--- src/fpc_pkg.sv ---
/*
 Constants and types for the frame pipeline point control block.
 Assumes one core clock; the register bus is APB with 32-bit data.
*/
// How it works
// Zero point and action: process everywhere
// Each stage active or transparent per frame
// Insert action starts processing at point
// Masquerade insert also starts at point
// CPU redirect tags action, ends at point
// CPU copy keeps header, processing continues
// Up endpoint redirect ends at point
// Late egress terminate ends egress at point
// Egress loop: egress ends, ingress restarts mirrored
// Ingress loop: ingress ends, egress restarts mirrored
// No start and end on same side
// Ingress insert may end at egress point
// Egress outer half MIP: redirect, copy, insert; the code also accepts the other ending events there
// Egress port endpoint point: insertion only; the code also accepts a copy event there
// Software sets enable and init before config
// Init bit self-clears when memory swept
// Key groups use 1,2,4,8,16 words
// Key widths 35,69,137,272,536 bits
// Small enums, zero means none, header kept
package fpc_pkg;
   localparam logic [11:0] A_CTRL = 12'h000;
   localparam logic [11:0] A_STAT = 12'h004;
   localparam logic [11:0] A_KEY = 12'h008;
   localparam logic [11:0] A_CIDX = 12'h00c;
   localparam logic [11:0] A_CDAT = 12'h010;
   localparam int CTRL_EN_BIT = 0;
   localparam int CTRL_INIT_BIT = 1;
   localparam logic [31:0] CTRL_RST = 32'h0000_0000;
   localparam int STAT_BUSY_BIT = 0;
   localparam int STAT_VIOL_LSB = 8;
   localparam int KEY_WORDS_LSB = 8;
   localparam int KEY_BITS_LSB = 16;
   localparam int NPT = 32;
   localparam int CNT_W = 16;
   localparam logic [4:0] LAST_IDX = 5'h1f;
   localparam logic [4:0] KW1 = 5'h01;
   localparam logic [4:0] KW2 = 5'h02;
   localparam logic [4:0] KW4 = 5'h04;
   localparam logic [4:0] KW8 = 5'h08;
   localparam logic [4:0] KW16 = 5'h10;
   localparam logic [9:0] KB1 = 10'h023;
   localparam logic [9:0] KB2 = 10'h045;
   localparam logic [9:0] KB4 = 10'h089;
   localparam logic [9:0] KB8 = 10'h110;
   localparam logic [9:0] KB16 = 10'h218;
   typedef enum logic [4:0] {
      pt_none, p_ig_rap, p_ig_port_oam, p_ig_basic_cl,
      ingress_service_classify_point, p_ig_lag_prot, p_ig_out_mip,
      p_ig_out_sw, p_ig_out_prot, p_ig_out_oam, p_ig_mid_prot,
      p_ig_in_oam, p_ig_in_prot, ingress_inner_soft_mep_point,
      p_ig_in_mip, p_ig_vlan, p_ig_done, p_eg_in_mip, p_eg_in_sw,
      p_eg_in_oam, p_eg_out_oam, p_eg_out_sw,
      egress_outer_half_mip_point, egress_activation_test_loop_point,
      egress_port_oam_engine_point, egress_remote_access_point
   } fpc_pt_e;
   typedef enum logic [2:0] {
      act_none, cpu_insert_action, cpu_insert_masquerade_action,
      cpu_redirect_end_action, upmep_cpu_redirect_action,
      late_egress_terminate_action, egress_to_ingress_loop_action,
      ingress_to_egress_loop_action
   } fpc_act_e;
   typedef enum logic [2:0] {
      ev_none, ev_redirect, ev_copy, ev_upmep_redirect, ev_mpls_late,
      ev_upmep_loop, ev_downmep_loop
   } fpc_ev_e;
   typedef struct packed {
      fpc_pt_e frame_header_point_field;
      fpc_act_e frame_header_action_field;
      logic looped;
   } fpc_hdr_s;
   typedef struct packed {
      fpc_ev_e kind;
      fpc_pt_e point;
   } fpc_evt_s;
   typedef struct packed {
      logic valid;
      fpc_hdr_s hdr;
      logic [NPT-1:0] active;
      logic copy;
      logic masq;
      logic refused;
   } fpc_out_s;
   typedef struct packed {
      logic psel;
      logic penable;
      logic pwrite;
      logic [11:0] paddr;
      logic [31:0] pwdata;
   } fpc_apb_req_s;
   typedef struct packed {
      logic pready;
      logic pslverr;
      logic [31:0] prdata;
   } fpc_apb_rsp_s;
endpackage

--- src/fpc_point_ctrl.sv ---
/*
 Pipeline point and action control with an APB register slave.
 Assumes frame header and events come from logic on clock_i.
*/
// The register offsets and the APB register port were chosen for this implementation.
`timescale 1ns/100ps
module fpc_point_ctrl
   import fpc_pkg::*;
(
   // Clock, reset, enable
   input wire logic clock_i,
   input wire logic rst_i,
   input wire logic ce_i,
   // APB slave
   input wire fpc_apb_req_s bus_i,
   output fpc_apb_rsp_s bus_o,
   // Frame header and event in
   input wire logic fr_valid_i,
   input wire fpc_hdr_s hdr_i,
   input wire fpc_evt_s ev_i,
   // Frame header and stage control out
   output fpc_out_s out_o
);

   typedef struct packed {
      logic en;
      logic init;
      logic [4:0] iidx;
      logic [2:0] ksel;
      logic [4:0] cidx;
      logic [7:0] viol;
      logic [NPT-1:0][CNT_W-1:0] cnt;
      fpc_apb_rsp_s rsp;
      fpc_out_s out;
   } fpc_state_s;

   fpc_state_s st_ff;
   fpc_state_s nxt_st;

   // True for points after the queue system
   function automatic logic is_egress(input fpc_pt_e p);
      return p >= p_eg_in_mip;
   endfunction

   function automatic logic is_insert(input fpc_act_e a);
      return (a == cpu_insert_action) ||
         (a == cpu_insert_masquerade_action);
   endfunction

   // Point on the other side where a looped frame restarts
   function automatic fpc_pt_e mirror(input fpc_pt_e p);
      fpc_pt_e m;
      if (is_egress(p)) begin
         m = p_ig_rap;
      end else begin
         m = p_eg_in_mip;
      end
      unique case (p)
         p_ig_rap: m = egress_remote_access_point;
         p_ig_port_oam: m = egress_port_oam_engine_point;
         p_ig_out_mip: m = egress_outer_half_mip_point;
         p_ig_out_sw: m = p_eg_out_sw;
         p_ig_out_oam: m = p_eg_out_oam;
         p_ig_in_oam: m = p_eg_in_oam;
         ingress_inner_soft_mep_point: m = p_eg_in_sw;
         p_ig_in_mip: m = p_eg_in_mip;
         p_eg_in_mip: m = p_ig_in_mip;
         p_eg_in_sw: m = ingress_inner_soft_mep_point;
         p_eg_in_oam: m = p_ig_in_oam;
         p_eg_out_oam: m = p_ig_out_oam;
         p_eg_out_sw: m = p_ig_out_sw;
         egress_outer_half_mip_point: m = p_ig_out_mip;
         egress_port_oam_engine_point: m = p_ig_port_oam;
         egress_remote_access_point: m = p_ig_rap;
         default: m = m;
      endcase
      return m;
   endfunction

   // Action written into the header for an ending event
   function automatic fpc_act_e act_of(input fpc_ev_e k);
      fpc_act_e a;
      a = act_none;
      unique case (k)
         ev_redirect: a = cpu_redirect_end_action;
         ev_upmep_redirect: a = upmep_cpu_redirect_action;
         ev_mpls_late: a = late_egress_terminate_action;
         ev_upmep_loop: a = egress_to_ingress_loop_action;
         ev_downmep_loop: a = ingress_to_egress_loop_action;
         default: a = act_none;
      endcase
      return a;
   endfunction

   // Words taken by each key group
   function automatic logic [4:0] key_words(input logic [2:0] s);
      logic [4:0] w;
      w = KW1;
      unique case (s)
         3'h1: w = KW2;
         3'h2: w = KW4;
         3'h3: w = KW8;
         3'h4: w = KW16;
         default: w = KW1;
      endcase
      return w;
   endfunction

   // Widest key of each group
   function automatic logic [9:0] key_bits(input logic [2:0] s);
      logic [9:0] b;
      b = KB1;
      unique case (s)
         3'h1: b = KB2;
         3'h2: b = KB4;
         3'h3: b = KB8;
         3'h4: b = KB16;
         default: b = KB1;
      endcase
      return b;
   endfunction

   always_comb begin
      fpc_hdr_s h;
      logic [4:0] lo;
      logic [4:0] hi;
      logic [NPT-1:0] am;
      logic [31:0] d;
      logic hit;
      logic acc;
      logic refuse;
      h = hdr_i;
      lo = 5'h01;
      hi = 5'(egress_remote_access_point);
      am = '0;
      d = '0;
      hit = 1'b1;
      acc = 1'b0;
      refuse = 1'b0;
      nxt_st = st_ff;

      // Configuration memory sweep
      if (st_ff.init && st_ff.en) begin
         nxt_st.cnt[st_ff.iidx] = '0;
         nxt_st.iidx = st_ff.iidx + 5'h01;
         if (st_ff.iidx == LAST_IDX) begin
            nxt_st.init = 1'b0;
            nxt_st.iidx = '0;
         end
      end

      // APB read data and decode
      unique case (bus_i.paddr)
         A_CTRL: begin
            d[CTRL_EN_BIT] = st_ff.en;
            d[CTRL_INIT_BIT] = st_ff.init;
         end
         A_STAT: begin
            d[STAT_BUSY_BIT] = st_ff.init;
            d[STAT_VIOL_LSB +: 8] = st_ff.viol;
         end
         A_KEY: begin
            d[2:0] = st_ff.ksel;
            d[KEY_WORDS_LSB +: 5] = key_words(st_ff.ksel);
            d[KEY_BITS_LSB +: 10] = key_bits(st_ff.ksel);
         end
         A_CIDX: begin
            d[4:0] = st_ff.cidx;
         end
         A_CDAT: begin
            d[CNT_W-1:0] = st_ff.cnt[st_ff.cidx];
         end
         default: begin
            hit = 1'b0;
         end
      endcase

      // Answer one cycle into the access phase
      nxt_st.rsp.pready = 1'b0;
      nxt_st.rsp.pslverr = 1'b0;
      nxt_st.rsp.prdata = '0;
      if (bus_i.psel && bus_i.penable && !st_ff.rsp.pready) begin
         nxt_st.rsp.pready = 1'b1;
         nxt_st.rsp.pslverr = !hit;
         nxt_st.rsp.prdata = bus_i.pwrite ? 32'h0000_0000 : d;
      end

      // Writes land on the edge that completes the access
      if (bus_i.psel && bus_i.penable && st_ff.rsp.pready &&
         bus_i.pwrite) begin
         unique case (bus_i.paddr)
            A_CTRL: begin
               nxt_st.en = bus_i.pwdata[CTRL_EN_BIT];
               nxt_st.init = bus_i.pwdata[CTRL_INIT_BIT];
               nxt_st.iidx = '0;
            end
            A_KEY: begin
               nxt_st.ksel = bus_i.pwdata[2:0];
            end
            A_CIDX: begin
               nxt_st.cidx = bus_i.pwdata[4:0];
            end
            default: begin
               nxt_st.en = st_ff.en;
            end
         endcase
      end

      // Merge the ending event into the frame header
      nxt_st.out.copy = 1'b0;
      if (fr_valid_i) begin
         unique case (ev_i.kind)
            ev_none: begin
               acc = 1'b0;
            end
            ev_copy: begin
               nxt_st.out.copy = 1'b1;
            end
            default: begin
               if (is_insert(h.frame_header_action_field) &&
                  (is_egress(h.frame_header_point_field) ==
                  is_egress(ev_i.point))) begin
                  refuse = 1'b1;
               end else if (ev_i.point ==
                  egress_port_oam_engine_point) begin
                  refuse = 1'b1;
               end else if (ev_i.kind == ev_mpls_late &&
                  !is_egress(ev_i.point)) begin
                  refuse = 1'b1;
               end else begin
                  acc = 1'b1;
                  h.frame_header_point_field = ev_i.point;
                  h.frame_header_action_field = act_of(ev_i.kind);
                  h.looped = 1'b0;
               end
            end
         endcase
      end

      // Window of stages that process the frame actively
      unique case (h.frame_header_action_field)
         cpu_insert_action: begin
            lo = h.frame_header_point_field;
         end
         cpu_insert_masquerade_action: begin
            lo = h.frame_header_point_field;
         end
         cpu_redirect_end_action: begin
            hi = h.frame_header_point_field;
         end
         upmep_cpu_redirect_action: begin
            hi = h.frame_header_point_field;
         end
         late_egress_terminate_action: begin
            hi = h.frame_header_point_field;
         end
         egress_to_ingress_loop_action: begin
            if (h.looped) begin
               lo = mirror(h.frame_header_point_field);
            end else begin
               hi = h.frame_header_point_field;
            end
         end
         ingress_to_egress_loop_action: begin
            if (h.looped) begin
               lo = mirror(h.frame_header_point_field);
            end else begin
               hi = h.frame_header_point_field;
            end
         end
         default: begin
            lo = 5'h01;
         end
      endcase
      for (int p = 1; p < NPT; p++) begin
         am[p] = (5'(p) >= lo) && (5'(p) <= hi);
      end

      nxt_st.out.valid = fr_valid_i;
      nxt_st.out.refused = refuse;
      if (fr_valid_i) begin
         nxt_st.out.hdr = h;
         nxt_st.out.active = am;
         nxt_st.out.masq = h.frame_header_action_field ==
            cpu_insert_masquerade_action;
      end

      // Per point counters of frames ending there
      if (acc && st_ff.en && !st_ff.init) begin
         nxt_st.cnt[ev_i.point] = st_ff.cnt[ev_i.point] + 16'h0001;
      end
      if (refuse) begin
         nxt_st.viol = st_ff.viol + 8'h01;
      end
   end

   always_ff @(posedge clock_i) begin
      if (rst_i) begin
         st_ff <= '0;
         st_ff.en <= CTRL_RST[CTRL_EN_BIT];
         st_ff.init <= CTRL_RST[CTRL_INIT_BIT];
      end else if (ce_i) begin
         st_ff <= nxt_st;
      end
   end

   assign bus_o = st_ff.rsp;
   assign out_o = st_ff.out;

endmodule
--- config.mk ---
export PLATFORM = sky130hd
export DESIGN_NAME = fpc_point_ctrl
export DESIGN_NICKNAME = d
export VERILOG_FILES = /design/src/fpc_pkg.sv /design/src/fpc_point_ctrl.sv
export SDC_FILE = /design/constraint.sdc
export NUM_CORES = 2
export LEC_CHECK = 0
export BUFFER_PORTS_ARGS = -buffer_cell sky130_fd_sc_hd__buf_2
export CAP_MARGIN = 20
export CORE_ASPECT_RATIO = 1.5
export CORE_MARGIN = 2
export CORE_UTILIZATION = 52
export CTS_BUF_LIST = sky130_fd_sc_hd__clkbuf_16
export DETAILED_ROUTE_END_ITERATION = 16
export PLACE_DENSITY = 0.72
export SLEW_MARGIN = 25
export SYNTH_ARGS = -nofsm -noshare
export SYNTH_HDL_FRONTEND = slang
export SYNTH_SLANG_ARGS = --single-unit
--- constraint.sdc ---
create_clock -name clock_i -period 3.71 [get_ports clock_i]
set_input_delay 0.742 -clock clock_i [delete_from_list [all_inputs] [get_ports clock_i]]
set_output_delay 0.742 -clock clock_i [all_outputs]
set_load 0.01 [all_outputs]
Word-level counts from Yosys, hierarchy flattened
Cells that the tools add are included.
- output and inout port bits: 79
- register bits: 613
- magnitude comparators: 70
- multiplexer cells: 54
- bitwise gates (word level): 2
- eq/ne operators: 42
- reduce and logical (&&, ||, !) cells: 59
- $add $sub $neg: 3
- operator list (cell ; count):
    512-bit 2-to-1 mux ; 2
    512-bit AND ; 1
    512-bit bitwise mux ; 1
    512-bit inverter ; 1
    16-bit binary-select mux with 5-bit select ; 2
    16-bit demux with 5-bit select ; 2
    5-bit greater-or-equal comparator, first input constant ; 16
    5-bit less-or-equal comparator, first input constant ; 16
    5-bit case mux with 16 select lines ; 1
    16-bit 2-to-1 mux ; 4
    5-bit equality test, second input constant ; 10
    9-bit 2-to-1 mux ; 5
    1-bit logical AND ; 42
    4-bit by 5-bit greater-or-equal comparator with 1-bit output, first input constant ; 8
    4-bit by 5-bit less-or-equal comparator with 1-bit output, first input constant ; 8
    10-bit case mux with 4 select lines ; 1
    34-bit 2-to-1 mux ; 1
    26-bit 2-to-1 mux ; 1
    12-bit by 4-bit equality test with 1-bit output, second input constant ; 2
    3-bit equality test, second input constant ; 8
    3-bit by 2-bit equality test with 1-bit output, second input constant ; 7
    5-bit by 4-bit equality test with 1-bit output, second input constant ; 4
    3-bit by 5-bit greater-or-equal comparator with 1-bit output, first input constant ; 4
    3-bit by 5-bit less-or-equal comparator with 1-bit output, first input constant ; 4
    41 further kinds ; 79

Depth between registers and ports, before layout
- word-level depth: 15
- mapped depth: 16
- mapped depth without buffers: 11

Worst setup path after synthesis
No wires, ideal clock.
- path kind: input port to flip-flop
- from: in ev_i[0] (netlist name)
- to: reg st_ff[126] (netlist name)
- buffers on the path: 6
- required time: 3.584 ns
- stages on the path: 12
- arrival time: 3.439 ns
- setup time: 0.126 ns
- setup slack: 0.145 ns
- path through: buf_6 buf_4 buf_4 buf_2 buf_2 mux4_2 a22o_1 nor4_1 xor2_1 nand2_1 clkbuf_1 o21ai_0
- cells in the longest elaborated chain, start to end: 11
- RTL lines (element ; line ; text):
    start: declaration ; fpc_point_ctrl.sv:20 ; input wire fpc_evt_s ev_i,
    branches (longest 10 deep; another with 16-bit by 1-bit adder with 16-bit output) ; - ;
    512-bit 2-to-1 mux * ; fpc_point_ctrl.sv:289 ; if (acc && st_ff.en && !st_ff.init) begin
    end signal: assignment ; fpc_point_ctrl.sv:303 ; st_ff <= nxt_st;
    end: declaration ; fpc_point_ctrl.sv:37 ; fpc_state_s st_ff;
Mark *: on every way between the ends. The select of a mux whose other input is x is not followed.
A chain may end at the register's enable or synchronous reset.

Worst setup path after layout
- from: in ev_i[2] (netlist name)
- to: reg st_ff[264] (netlist name)
The elaborated chain is that of the path after synthesis.

==> impl_metrics.json <==
{
  "total_leakage_power_nw": 12.7,
  "finalSetupViolCount": 0,
  "startpoint_type": "primary input",
  "drtIter0Drc": 3792,
  "path_cells": "buf_2 > buf_4 > and3b_1 > buf_4 > a22oi_1 > and4_1 > nor4_2 > nand2_1 > nor3b_1 > xnor2_1 > nor2_2 > buf_12 > a22oi_1 > nor2_1",
  "layout_min_cycle_time_ps": 3570,
  "port_buffers": 112,
  "drive_gt1_share_pct": 27.3,
  "final_cell_mix": "dfxtp_1, nor2_1, a22oi_1",
  "met1_usage_pct": 41.2,
  "areaGrowthSynthToFinish_pct": 15.2,
  "route.detailed.drc": 0,
  "path_clk_slew_ps": 70,
  "start_util_pct": 52.7,
  "synth_edf_count": 0,
  "period_share_pct": 96.3,
  "antenna_found_initial": 4,
  "async_reset_ff_share_pct": 0,
  "critPathRequiredTime_ps": 4270,
  "final_common_cell": "dfxtp_1",
  "grt.busiest_layer": "met2",
  "ys.flop_type": "dfxtp_1",
  "post-route-util_pct": 60.7,
  "die_x_um": 204,
  "setup.worst_path.end_class": "flip-flop",
  "tritoncts": "built",
  "finalNonFillerCells": 4095,
  "worst_pin_slew_ps": 906,
  "arrival_ps": 4130,
  "synth.avg_cell_area_um2": 9.99,
  "synth_seq_cells": 605,
  "finalHoldViolCount": 0,
  "slowest_delay_ps": 500,
  "clock_path_buffers": 3,
  "fin_ws_ps": 138,
  "slew_violations": 0,
  "rsz0062_at_grt": "false",
  "row_count": 109,
  "fmax_mhz": 280,
  "pre_cts_ws_ps": -467,
  "tns_ps": 0,
  "ys_warn_count": 0,
  "die_area_mm2": 0.0620,
  "dp_hpwl_mm": 81.0,
  "first_pass_iters": 9,
  "synth_top_area_cell": "dfxtp_1",
  "holdCritPathClass": "primary input to flip-flop",
  "ys_seq_area_share_pct": 38.8,
  "avgViaCountPerCell": 6.94,
  "wl_mm": 118,
  "grt_pass1_vias": 28200,
  "dp.cells": 3991,
  "synth_top_area_share_pct": 38.8,
  "fillers": 4802,
  "detail-route-antenna-nets": 0,
  "maxCapViolCount": 0,
  "synth.distinct_cells": 90,
  "pwr_density_cell_mw_per_mm2": 374,
  "multi_input_area_mm2": 0.0172,
  "overflow": 0,
  "status": "finished clean",
  "synth_area_mm2": 0.0312,
  "peakVddDrop_mv": 0.355,
  "die_h_um": 304,
  "critical-path-slowest-cell": "and3b_1",
  "critPathKind": "primary input to flip-flop",
  "htree_levels": 2,
  "synth.area.top_cells": "dfxtp_1, mux4_2, a22oi_1, nor2_1, clkbuf_1",
  "grtUsageMet3_pct": 8.10,
  "relSlewSlack_pct": 39.2,
  "synthCells": 3122,
  "core_area_mm2": 0.0592,
  "cts_sinks": 605,
  "nets": 3346,
  "cp_max_fo": 23,
  "grt_max_degree": 183,
  "root_buffer": "clkbuf_16",
  "clock_latency_ps": 650,
  "grt_pass1_wl_mm": 175,
  "grtUsageMet2_pct": 61.1,
  "num_io_pins": 147,
  "numCtsBuffers": 55,
  "finClkSkew_ps": 21.2,
  "via_count": 28400,
  "place_congestion": 0.996,
  "wl_per_cell_um": 28.9,
  "grt_util_all_layers_pct": 37.8,
  "regArea_mm2": 0.0121,
  "hold_slack_ps": 386
}
[cell type report]
type / instances / share of cell area [%]
multi-input combinational: 2126 / 47.8
sequential: 605 / 33.7
timing repair buffer: 472 / 10.7
clock buffer: 56 / 3.90
tap: 777 / 2.71
clock inverter: 47 / 1.10
inverter: 11 / 0.115
antenna: 1 / 0.00697
[power by group]
group | total, mW | internal [mW] | switching (mW) | leakage, nW
combinational | 1.07 | 0.404 | 0.663 | 6.89
clock | 5.82 | 3.16 | 2.66 | 0.887
sequential | 6.55 | 6.53 | 0.0189 | 4.88
[flip-flops by register name, indices dropped and copies added (netlist names)]
register,cells
out_o,44
bus_o,26
st_ff,535
[routing by layer]
metal / part of all wire, % / wire length, um
met5: 0 / 0
met4: 11 / 13100
met3: 10 / 12100
met2: 47 / 55400
met1: 32 / 37800
[cell families (layout without fill, tap and decap cells)]
group	Yosys count	after routing	share of synthesized area, %
simple gates	950	950	13.1
other cells	1	8	0.0120
flops	605	605	38.8
xor+xnor	24	24	0.674
mux	320	320	21.8
fa+ha+maj	7	7	0.281
buf+inv	397	586	6.45
compound gates	818	818	18.8
[repair_timing]
action	CTS	global route
endpoints found under the setup margin	0	1
hold buffers	0	0
setup buffers	0	0
gates resized for setup	0	2
[worst paths after layout]
check | from | endpoint | slack [ps] | cells after the start
max | ev_i[2] | st_ff[264]$_SDFFE_PP0P_ | 140 | 14
min reg2reg | out_o[12]$_SDFFE_PP0P_ | out_o[12]$_SDFFE_PP0P_ | 440 | 2
min | bus_i[3] | st_ff[602]$_SDFFE_PP0P_ | 390 | 3
max reg2reg | st_ff[599]$_SDFFE_PP0P_ | bus_o[12]$_SDFFE_PP0P_ | 510 | 7
[cells in the mapped netlist, drive strengths merged, types with 4 or more instances]
cell,count
mux4,287
nor2,564
nand3b,8
xor2,14
a211oi,10
o21ai,168
a31oi,4
clkbuf,224
and2,51
inv,10
nand3,43
o22ai,5
nor3,21
nand4,18
and3b,4
o211ai,12
o41ai,6
o31ai,6
o32ai,4
or3b,5
a22o,28
nor3b,11
a32o,9
ha,7
nand2,185
buf,162
a22oi,471
a211o,4
a221oi,4
and3,12
mux2i,30
a32oi,7
dfxtp,605
nor4,6
and4,6
xnor2,10
a21boi,4
a21oi,47
or3,8
o221ai,4
[per-stage QoR]
stage               power [mW]  instance area [um^2]
floorplan                 7.33                 31200
global placement          7.73                 34100
detailed placement        7.74                 34100
CTS                       13.4                 35900
global route              13.8                 35900
finish                    13.4                 35900
[worst max-delay path: cells and delay by family]
kind / cells / cell delay (ps)
compound gates: 2 / 170
buf+inv: 4 / 920
simple gates: 7 / 2120
xor+xnor: 1 / 120
No activity file was read; power rests on OpenSTA's default activity.
